$ cat src/verilog/adc_readout_defines.svh
// Timing and layout constants shared by both ends of the converter output link.
`ifndef ADC_READOUT_DEFINES_SVH
`define ADC_READOUT_DEFINES_SVH
// Clock period in picoseconds (200 MHz).
`define CLK_PERIOD_PS 5000
// Typical and longest conversion time in nanoseconds.
`define CONV_TYP_NS 1400
`define CONV_MAX_NS 2000
// Longest acquisition time and throughput period in nanoseconds.
`define ACQ_MAX_NS 150
`define THROUGHPUT_NS 2500
// Wake-up time from nap in nanoseconds.
`define NAP_WAKE_NS 200
// Reference settling after sleep in milliseconds.
`define SLEEP_WAKE_MS 10
// Field layout of the output word.
`define TAG_WIDTH 4
`define STATUS_WIDTH 7
`define STATUS_PINS 3
// Host side cycle counts: sync margin, start hold and read timeout.
`define SYNC_MARGIN_CYC 8
`define START_HOLD_CYC 16
`define READ_TIMEOUT_CYC 16
`endif

$ cat src/verilog/adc_readout_pkg.sv
// Types shared by both ends of the converter output link.
package adc_readout_pkg;
    typedef enum logic [2:0] {
        ST_ACTIVE = 3'h0,
        ST_ACQUIRE = 3'h1,
        ST_CONVERT = 3'h3,
        ST_WAKE = 3'h2,
        ST_NAP = 3'h6,
        ST_SLEEP = 3'h7
    } conv_state_t;
    typedef enum logic [2:0] {
        H_IDLE = 3'h0,
        H_START = 3'h1,
        H_WAIT = 3'h3,
        H_READ = 3'h2,
        H_DONE = 3'h6,
        H_SETTLE = 3'h7
    } host_state_t;
endpackage

$ cat src/verilog/adc_link_if.sv
// Parallel output bus joining the converter and its reading host.
`timescale 1ns/1ps
interface adc_link_if #(parameter int DATA_WIDTH = 12);
    logic [DATA_WIDTH+3:0] data_o;
    logic [DATA_WIDTH+3:0] data_oe_n;
    logic read_n;
    logic chip_select_n;
    logic conversion_start_n;
    logic power_down_n;
    logic polarity_select;
    logic busy_n;
    modport device (
        output data_o, data_oe_n, busy_n,
        input read_n, chip_select_n, conversion_start_n, power_down_n, polarity_select
    );
    modport host (
        input data_o, data_oe_n, busy_n,
        output read_n, chip_select_n, conversion_start_n, power_down_n, polarity_select
    );
endinterface

$ cat src/verilog/adc_output_device.sv
// Converter end: conversion timing, output word, readback and shutdown.
`timescale 1ns/1ps
`include "adc_readout_defines.svh"

module adc_output_device
    import adc_readout_pkg::*;
#(
    parameter int DATA_WIDTH = 12,
    parameter int CONV_NS = `CONV_TYP_NS
)
(
    input wire logic clk_in,
    input wire logic reset_in,
    adc_link_if.device link,
    input wire logic [DATA_WIDTH-1:0] sample_in,
    input wire logic [2:0] mux_addr_in,
    input wire logic diff_in,
    input wire logic readback_in,
    input wire logic [`STATUS_WIDTH-1:0] sequencer_status_word_in,
    output logic nap_out,
    output logic sleep_out
);
    // Cycle counts derived from the printed times; the conversion time rounds up, the others round down.
    localparam int CONV_CYC = (CONV_NS * 1000 + `CLK_PERIOD_PS - 1) / `CLK_PERIOD_PS;
    localparam int CONV_MAX_CYC = (`CONV_MAX_NS * 1000) / `CLK_PERIOD_PS;
    localparam int CONV_USE = (CONV_CYC > CONV_MAX_CYC) ? CONV_MAX_CYC : CONV_CYC;
    localparam int ACQ_CYC = (`ACQ_MAX_NS * 1000) / `CLK_PERIOD_PS;
    localparam int THRU_CYC = (`THROUGHPUT_NS * 1000) / `CLK_PERIOD_PS;
    localparam int ACQ_USE = (ACQ_CYC + CONV_USE > THRU_CYC) ? THRU_CYC - CONV_USE : ACQ_CYC;
    localparam int NAP_CYC = (`NAP_WAKE_NS * 1000) / `CLK_PERIOD_PS;
    localparam int W = DATA_WIDTH + `TAG_WIDTH;
    localparam int CW = 12;

    // ************************************************************
    // Input synchronisers
    // ************************************************************
    // All link inputs come from another party, so they pass three flops and a filter register that updates once the last two agree.
    logic [4:0] sync1, sync2, sync3, pins;
    logic [4:0] next_pins;
    always_comb
    begin
        next_pins = pins;
        for (int i = 0; i < 5; i++)
        begin
            if (sync2[i] == sync3[i])
            begin
                next_pins[i] = sync3[i];
            end
        end
    end
    always_ff @(posedge clk_in or posedge reset_in)
    begin
        if (reset_in)
        begin
            sync1 <= 5'h1f;
            sync2 <= 5'h1f;
            sync3 <= 5'h1f;
            pins <= 5'h1f;
        end
        else
        begin
            sync1 <= {link.read_n, link.chip_select_n, link.conversion_start_n,
                      link.power_down_n, link.polarity_select};
            sync2 <= sync1;
            sync3 <= sync2;
            pins <= next_pins;
        end
    end
    logic rd_n, cs_n, start_n, pd_n, bipolar;
    assign {rd_n, cs_n, start_n, pd_n, bipolar} = pins;

    // ************************************************************
    // Conversion and shutdown sequencer
    // ************************************************************
    conv_state_t state, next_state;
    logic [CW-1:0] count, next_count;
    logic [W-1:0] word, next_word;
    logic busy_n, next_busy_n;
    logic nap, next_nap, sleep, next_sleep;
    logic [DATA_WIDTH-1:0] code;

    // Bipolar codes flip the top bit of the offset sample into two's complement.
    always_comb
    begin
        code = sample_in;
        if (bipolar)
        begin
            code[DATA_WIDTH-1] = ~sample_in[DATA_WIDTH-1];
        end
    end

    always_comb
    begin
        next_state = state;
        next_count = count;
        next_word = word;
        next_busy_n = busy_n;
        next_nap = nap;
        next_sleep = sleep;
        case (state)
            ST_ACTIVE:
            begin
                next_busy_n = ~readback_in;
                if (!pd_n && busy_n)
                begin
                    // Shutdown type is sampled once on entry; a later select change is ignored.
                    next_state = cs_n ? ST_SLEEP : ST_NAP;
                    next_nap = ~cs_n;
                    next_sleep = cs_n;
                end
                else if (!start_n && !cs_n && !readback_in)
                begin
                    next_state = ST_ACQUIRE;
                    next_busy_n = 1'b0;
                    next_count = CW'(ACQ_USE - 1);
                end
            end
            ST_ACQUIRE:
            begin
                if (count == '0)
                begin
                    next_state = ST_CONVERT;
                    next_count = CW'(CONV_USE - 1);
                end
                else
                begin
                    next_count = count - 1'b1;
                end
            end
            ST_CONVERT:
            begin
                // Start is ignored here, so a held start cannot restart the conversion.
                if (count == '0)
                begin
                    next_word = {diff_in, mux_addr_in, code};
                    next_busy_n = 1'b1;
                    next_state = ST_ACTIVE;
                end
                else
                begin
                    next_count = count - 1'b1;
                end
            end
            ST_NAP, ST_SLEEP:
            begin
                if (pd_n)
                begin
                    next_state = ST_WAKE;
                    next_count = CW'(NAP_CYC - 1);
                end
            end
            ST_WAKE:
            begin
                if (count == '0)
                begin
                    next_state = ST_ACTIVE;
                    next_nap = 1'b0;
                    next_sleep = 1'b0;
                end
                else
                begin
                    next_count = count - 1'b1;
                end
            end
            default:
            begin
                next_state = ST_ACTIVE;
            end
        endcase
    end

    // ************************************************************
    // Output drivers
    // ************************************************************
    logic [W-1:0] dout, next_dout, oe_n, next_oe_n;
    // Readback puts the status word on the top pins and floats the rest.
    always_comb
    begin
        next_dout = word;
        next_oe_n = '1;
        if (readback_in)
        begin
            next_dout = '0;
            next_dout[DATA_WIDTH-1 -: `STATUS_PINS] =
                sequencer_status_word_in[`STATUS_PINS-1:0];
            if (!rd_n && !cs_n)
            begin
                next_oe_n[DATA_WIDTH-1 -: `STATUS_PINS] = '0;
                next_oe_n[W-1 -: `TAG_WIDTH] = '0;
                next_dout[W-1 -: `TAG_WIDTH] =
                    sequencer_status_word_in[`STATUS_WIDTH-1:`STATUS_PINS];
            end
            // Lower result pins keep oe_n high regardless of read.
        end
        else if (!rd_n && !cs_n)
        begin
            next_oe_n = '0;
        end
    end

    always_ff @(posedge clk_in or posedge reset_in)
    begin
        if (reset_in)
        begin
            state <= ST_ACTIVE;
            count <= '0;
            word <= '0;
            busy_n <= 1'b1;
            nap <= 1'b0;
            sleep <= 1'b0;
            dout <= '0;
            oe_n <= '1;
        end
        else
        begin
            state <= next_state;
            count <= next_count;
            word <= next_word;
            busy_n <= next_busy_n;
            nap <= next_nap;
            sleep <= next_sleep;
            dout <= next_dout;
            oe_n <= next_oe_n;
        end
    end

    assign link.data_o = dout;
    assign link.data_oe_n = oe_n;
    assign link.busy_n = busy_n;
    assign nap_out = nap;
    assign sleep_out = sleep;
endmodule

$ cat src/flat_wrapper.sv
// flat-port wrapper written by rule: the top's interface ports become plain ports
module adc_output_device_flat import adc_readout_pkg::*;
#(
    parameter int DATA_WIDTH = 12,
    parameter int CONV_NS = `CONV_TYP_NS
)
  (clk_in, reset_in, sample_in, mux_addr_in, diff_in, readback_in, sequencer_status_word_in, nap_out, sleep_out, link_data_o, link_data_oe_n, link_busy_n, link_read_n, link_chip_select_n, link_conversion_start_n, link_power_down_n, link_polarity_select);
  adc_link_if #(.DATA_WIDTH(DATA_WIDTH)) link_i ();
  input wire logic clk_in;
  input wire logic reset_in;
  input wire logic [DATA_WIDTH-1:0] sample_in;
  input wire logic [2:0] mux_addr_in;
  input wire logic diff_in;
  input wire logic readback_in;
  input wire logic [`STATUS_WIDTH-1:0] sequencer_status_word_in;
  output logic nap_out;
  output logic sleep_out;
  output wire logic [$bits(link_i.data_o)-1:0] link_data_o;
  output wire logic [$bits(link_i.data_oe_n)-1:0] link_data_oe_n;
  output wire logic [$bits(link_i.busy_n)-1:0] link_busy_n;
  input wire logic [$bits(link_i.read_n)-1:0] link_read_n;
  input wire logic [$bits(link_i.chip_select_n)-1:0] link_chip_select_n;
  input wire logic [$bits(link_i.conversion_start_n)-1:0] link_conversion_start_n;
  input wire logic [$bits(link_i.power_down_n)-1:0] link_power_down_n;
  input wire logic [$bits(link_i.polarity_select)-1:0] link_polarity_select;
  assign link_data_o = link_i.data_o;
  assign link_data_oe_n = link_i.data_oe_n;
  assign link_busy_n = link_i.busy_n;
  assign link_i.read_n = link_read_n;
  assign link_i.chip_select_n = link_chip_select_n;
  assign link_i.conversion_start_n = link_conversion_start_n;
  assign link_i.power_down_n = link_power_down_n;
  assign link_i.polarity_select = link_polarity_select;
  adc_output_device #(.DATA_WIDTH(DATA_WIDTH), .CONV_NS(CONV_NS)) u_core (.clk_in(clk_in), .reset_in(reset_in), .link(link_i), .sample_in(sample_in), .mux_addr_in(mux_addr_in), .diff_in(diff_in), .readback_in(readback_in), .sequencer_status_word_in(sequencer_status_word_in), .nap_out(nap_out), .sleep_out(sleep_out));
endmodule
$ cat config.mk
export PLATFORM = sky130hd
export DESIGN_NAME = adc_output_device_flat
export DESIGN_NICKNAME = d
export VERILOG_FILES = /design/src/verilog/adc_readout_pkg.sv /design/src/verilog/adc_link_if.sv /design/src/verilog/adc_output_device.sv /design/src/flat_wrapper.sv
export VERILOG_INCLUDE_DIRS = /design/src /design/src/verilog
export SDC_FILE = /design/constraint.sdc
export NUM_CORES = 1
export LEC_CHECK = 0
export ABC_AREA = 1
export BUFFER_PORTS_ARGS = -buffer_cell sky130_fd_sc_hd__buf_2
export CAP_MARGIN = 10
export CORE_MARGIN = 4
export CORE_UTILIZATION = 40
export DETAILED_ROUTE_END_ITERATION = 16
export PLACE_DENSITY = 0.71
export SLEW_MARGIN = 20
export SYNTH_ARGS = -nofsm -noshare
export SYNTH_HDL_FRONTEND = slang
export SYNTH_SLANG_ARGS = --single-unit
export TNS_END_PERCENT = 100
$ cat constraint.sdc
create_clock -name clk_in -period 3.6 [get_ports clk_in]
set_clock_uncertainty 0.2 [all_clocks]
set_input_delay 0 -clock clk_in [delete_from_list [all_inputs] [get_ports clk_in]]
set_output_delay 0 -clock clk_in [all_outputs]
set_load 0.02 [all_outputs]
==> qor.yml <==
sta:
  hold_viol_final: 0
  drv_slew: 0
  rsz0062_at_grt: "false"
  worstMarginPinSlew_ps: 807
  max_freq_ghz: 0.509
  tns_ps: 0
  min_period_ps: 1970
  finalSetupViolCount: 0
  period_share: 0.546
  maxSlewHeadroom: 0.461
placed_design:
  dp_cells: 498
  gp_congestion: 0.895
  io_buffers: 65
  dp_hpwl_mm: 4.54
worst_setup_path:
  cpPeakStageDelay_ps: 630
  cp_slowest_cell: "nor3_4"
  path_cells: "inv_2 -> nor3_4 -> nand2_4 -> nand2_1 -> o21ai_0"
  crit_path_start_kind: "flip-flop"
  crit_required_ps: 3620
  arrival_ps: 1990
  end_kind: "flip-flop"
  crit_fanout: 18
  worstSetupPathType: "reg -> reg"
yosys:
  async_reset_ff_frac: 1.00
  synth_compound_area_frac: 0.0404
  synth.avg_cell_area_um2: 9.23
  synth_warnings: 0
  synth_xor_xnor_area_share: 0.0136
  synth_edf_count: 0
  synth-adder-area-share: 0.0233
  yosysTopAreaCell: "dfrtp_1"
  synth_top_family_by_area: "simple AND/OR/NAND/NOR gates"
  synth_top_flop_cell: "dfrtp_1"
  synthTopCellsByArea: "dfrtp_1 (38%), dfstp_2 (19%), nand2_1 (12%)"
  post_synth_instance_area_mm2: 0.00322
  syn-num-nets: 382
  ys_types: 34
  yosys_register_bits: 72
  synth-simple-area-share: 0.263
  synth_cells: 349
  ys_seq_area_frac: 0.568
  synthMuxAreaShare: 0
  synth_top_cell_area_share: 0.381
clocking:
  h-tree-depth: 3
  cts_tree: "done"
  cts_max_path_buffers: 2
  numClockSinks: 72
  cts_root_buffer: "clkbuf_8"
  postCtsSetupBuffers: 0
  cts_made_buffers: 9
  ctsResizeCount: 0
  clk_latency_ps: 340
  path_clk_slew_ps: 70
  cts.hold.buffers_added: 37
global_routing:
  use_met1: 0.201
  grt_pass1_wl_mm: 12.2
  grt_max_degree: 40
  met2_usage: 0.261
  first_global_vias: 2574
  grtUsageTotal: 0.158
  antenna_found_initial: 0
  grt_util_met3: 0.0386
  grt_overflow: 0
  busiest_layer: "met2"
cells_and_area:
  final_cells: 551
  ff_latch_area_mm2: 0.00183
  drive_gt1_frac: 0.296
  multi_input_area_mm2: 0.00110
  antennaDiodeCount: 0
  syn2layout_area_growth_pct: 28.1
  fillers: 683
  nets: 477
drt:
  vias: 2538
  finalWirelength_mm: 6.98
  via_per_inst: 4.61
  drt_first_iter_violations: 206
  ant_nets: 0
  wl_per_cell_um: 12.7
  drc: 0
  firstDrtPassIters: 4
die:
  die_width_um: 97.7
  rows: 32
  ios: 66
  start_util: 0.415
  floorplan.die.height_um: 97.7
  core_area_mm2: 0.00777
  fp.dieArea_mm2: 0.00955
worst_hold_path:
  min-delay-path-class: "in -> reg"
power:
  ir_drop_v: 0.000305
  power_density_mw_per_mm2: 407
  p_leak_nw: 2.06
status:
  status: "completed"
flow_run:
  cap_viol_max_count: 0
## critical path, delay by kind of cell, from the launching register on
family                 cells  cell delay, ps
AND/OR/NAND/NOR            3            1000
AO/OA/AOI/OAI              1              80
flip-flops                 1             450
buffers and inverters      1             110
## worst paths after layout
path / to / cells after the start / slack [ps] / startpoint
worst max-delay path: u_core.word[11] / 5 / 1630 / u_core.state[1]
max in group asynchronous: u_core.link.busy_n / 4 / 2060 / reset_in
worst max register to register: u_core.word[11] / 5 / 1630 / u_core.state[1]
worst min register to register: u_core.sync2[1] / 0 / 160 / u_core.sync1[1]
min in group asynchronous: u_core.state[0] / 3 / 160 / reset_in
worst min-delay path: u_core.sync1[0] / 2 / 90 / link_polarity_select
## sequential cells by signal, indices dropped and copies added, names as in the netlist, 2 cells and up
signal                 cells
u_core.link.data_oe_n      2
u_core.link.data_o        16
u_core.sync2               5
u_core.pins                5
u_core.state               3
u_core.sync3               5
u_core.word               16
u_core.count              12
u_core.sync1               5
## cell families after synthesis
| logic type | after synthesis |
|---|---|
| buf+inv | 57 |
| compound gates | 21 |
| simple gates | 187 |
| fa+ha+maj | 7 |
| flops | 72 |
| xor+xnor | 5 |
## cell usage after synthesis (2+ instances only)
library cell,n
buf_4,16
o21ai_0,6
o21ai_1,2
o21ai_2,2
inv_1,34
inv_2,2
ha_1,2
nand2_4,4
maj3_1,5
nor2_1,32
nand2_2,6
nand3_1,32
dfstp_2,23
dfrtp_1,49
nand3_2,3
nand2_1,99
nor2_2,5
a21oi_1,6
xor2_1,4
nand4_1,3
## layout by cell type (no fill, tap or decap), drive strengths merged, types with 2 or more instances in the layout
master / Yosys / routed
ha: 2 / 2
maj3: 5 / 5
nand4: 3 / 3
dfstp: 23 / 23
buf: 18 / 66
nand2: 109 / 109
xor2: 4 / 4
dlygate4sd3: 0 / 37
o21ai: 10 / 10
clkbuf: 1 / 11
dfrtp: 49 / 49
nand3: 35 / 35
inv: 38 / 40
nor2: 38 / 38
a21oi: 7 / 7
## per-stage QoR
step | setup slack (ps) | cell area, µm² | hold slack [ps] | total power, mW | utilization
after floorplan | 1610 | 3220 | -196 | 0.959 | -
after global placement | 1680 | 3540 | -93.8 | 0.994 | 0.456
after detailed placement | 1680 | 3540 | -93.8 | 0.996 | 0.456
after CTS | 1650 | 4130 | 74.6 | 1.70 | 0.531
after global routing | 1470 | 4130 | 89.4 | 1.75 | 0.531
final | 1630 | 4130 | 93.8 | 1.68 | 0.531
## power by group
group          internal [mW]  leakage [nW]  switching, mW
clock                  0.366         0.106          0.304
combinational         0.0647          1.18         0.0842
sequential             0.847         0.775         0.0141
## cell type report
type | count | area share
Sequential cell | 72 | 0.443
Multi-Input combinational cell | 220 | 0.266
Timing Repair Buffer | 103 | 0.170
Inverter | 38 | 0.0376
Clock buffer | 11 | 0.0370
Tap cell | 102 | 0.0309
Clock inverter | 5 | 0.0149
## routing by layer
metal | share of wire | up-vias | wire length (µm)
met4 | 0.015 | 0 | 105
met1 | 0.44 | 1176 | 3100
met5 | 0 | - | 0
li1 | - | 1273 | -
met2 | 0.49 | 79 | 3410
met3 | 0.053 | 10 | 367
No activity file was read; power rests on OpenSTA's default activity.
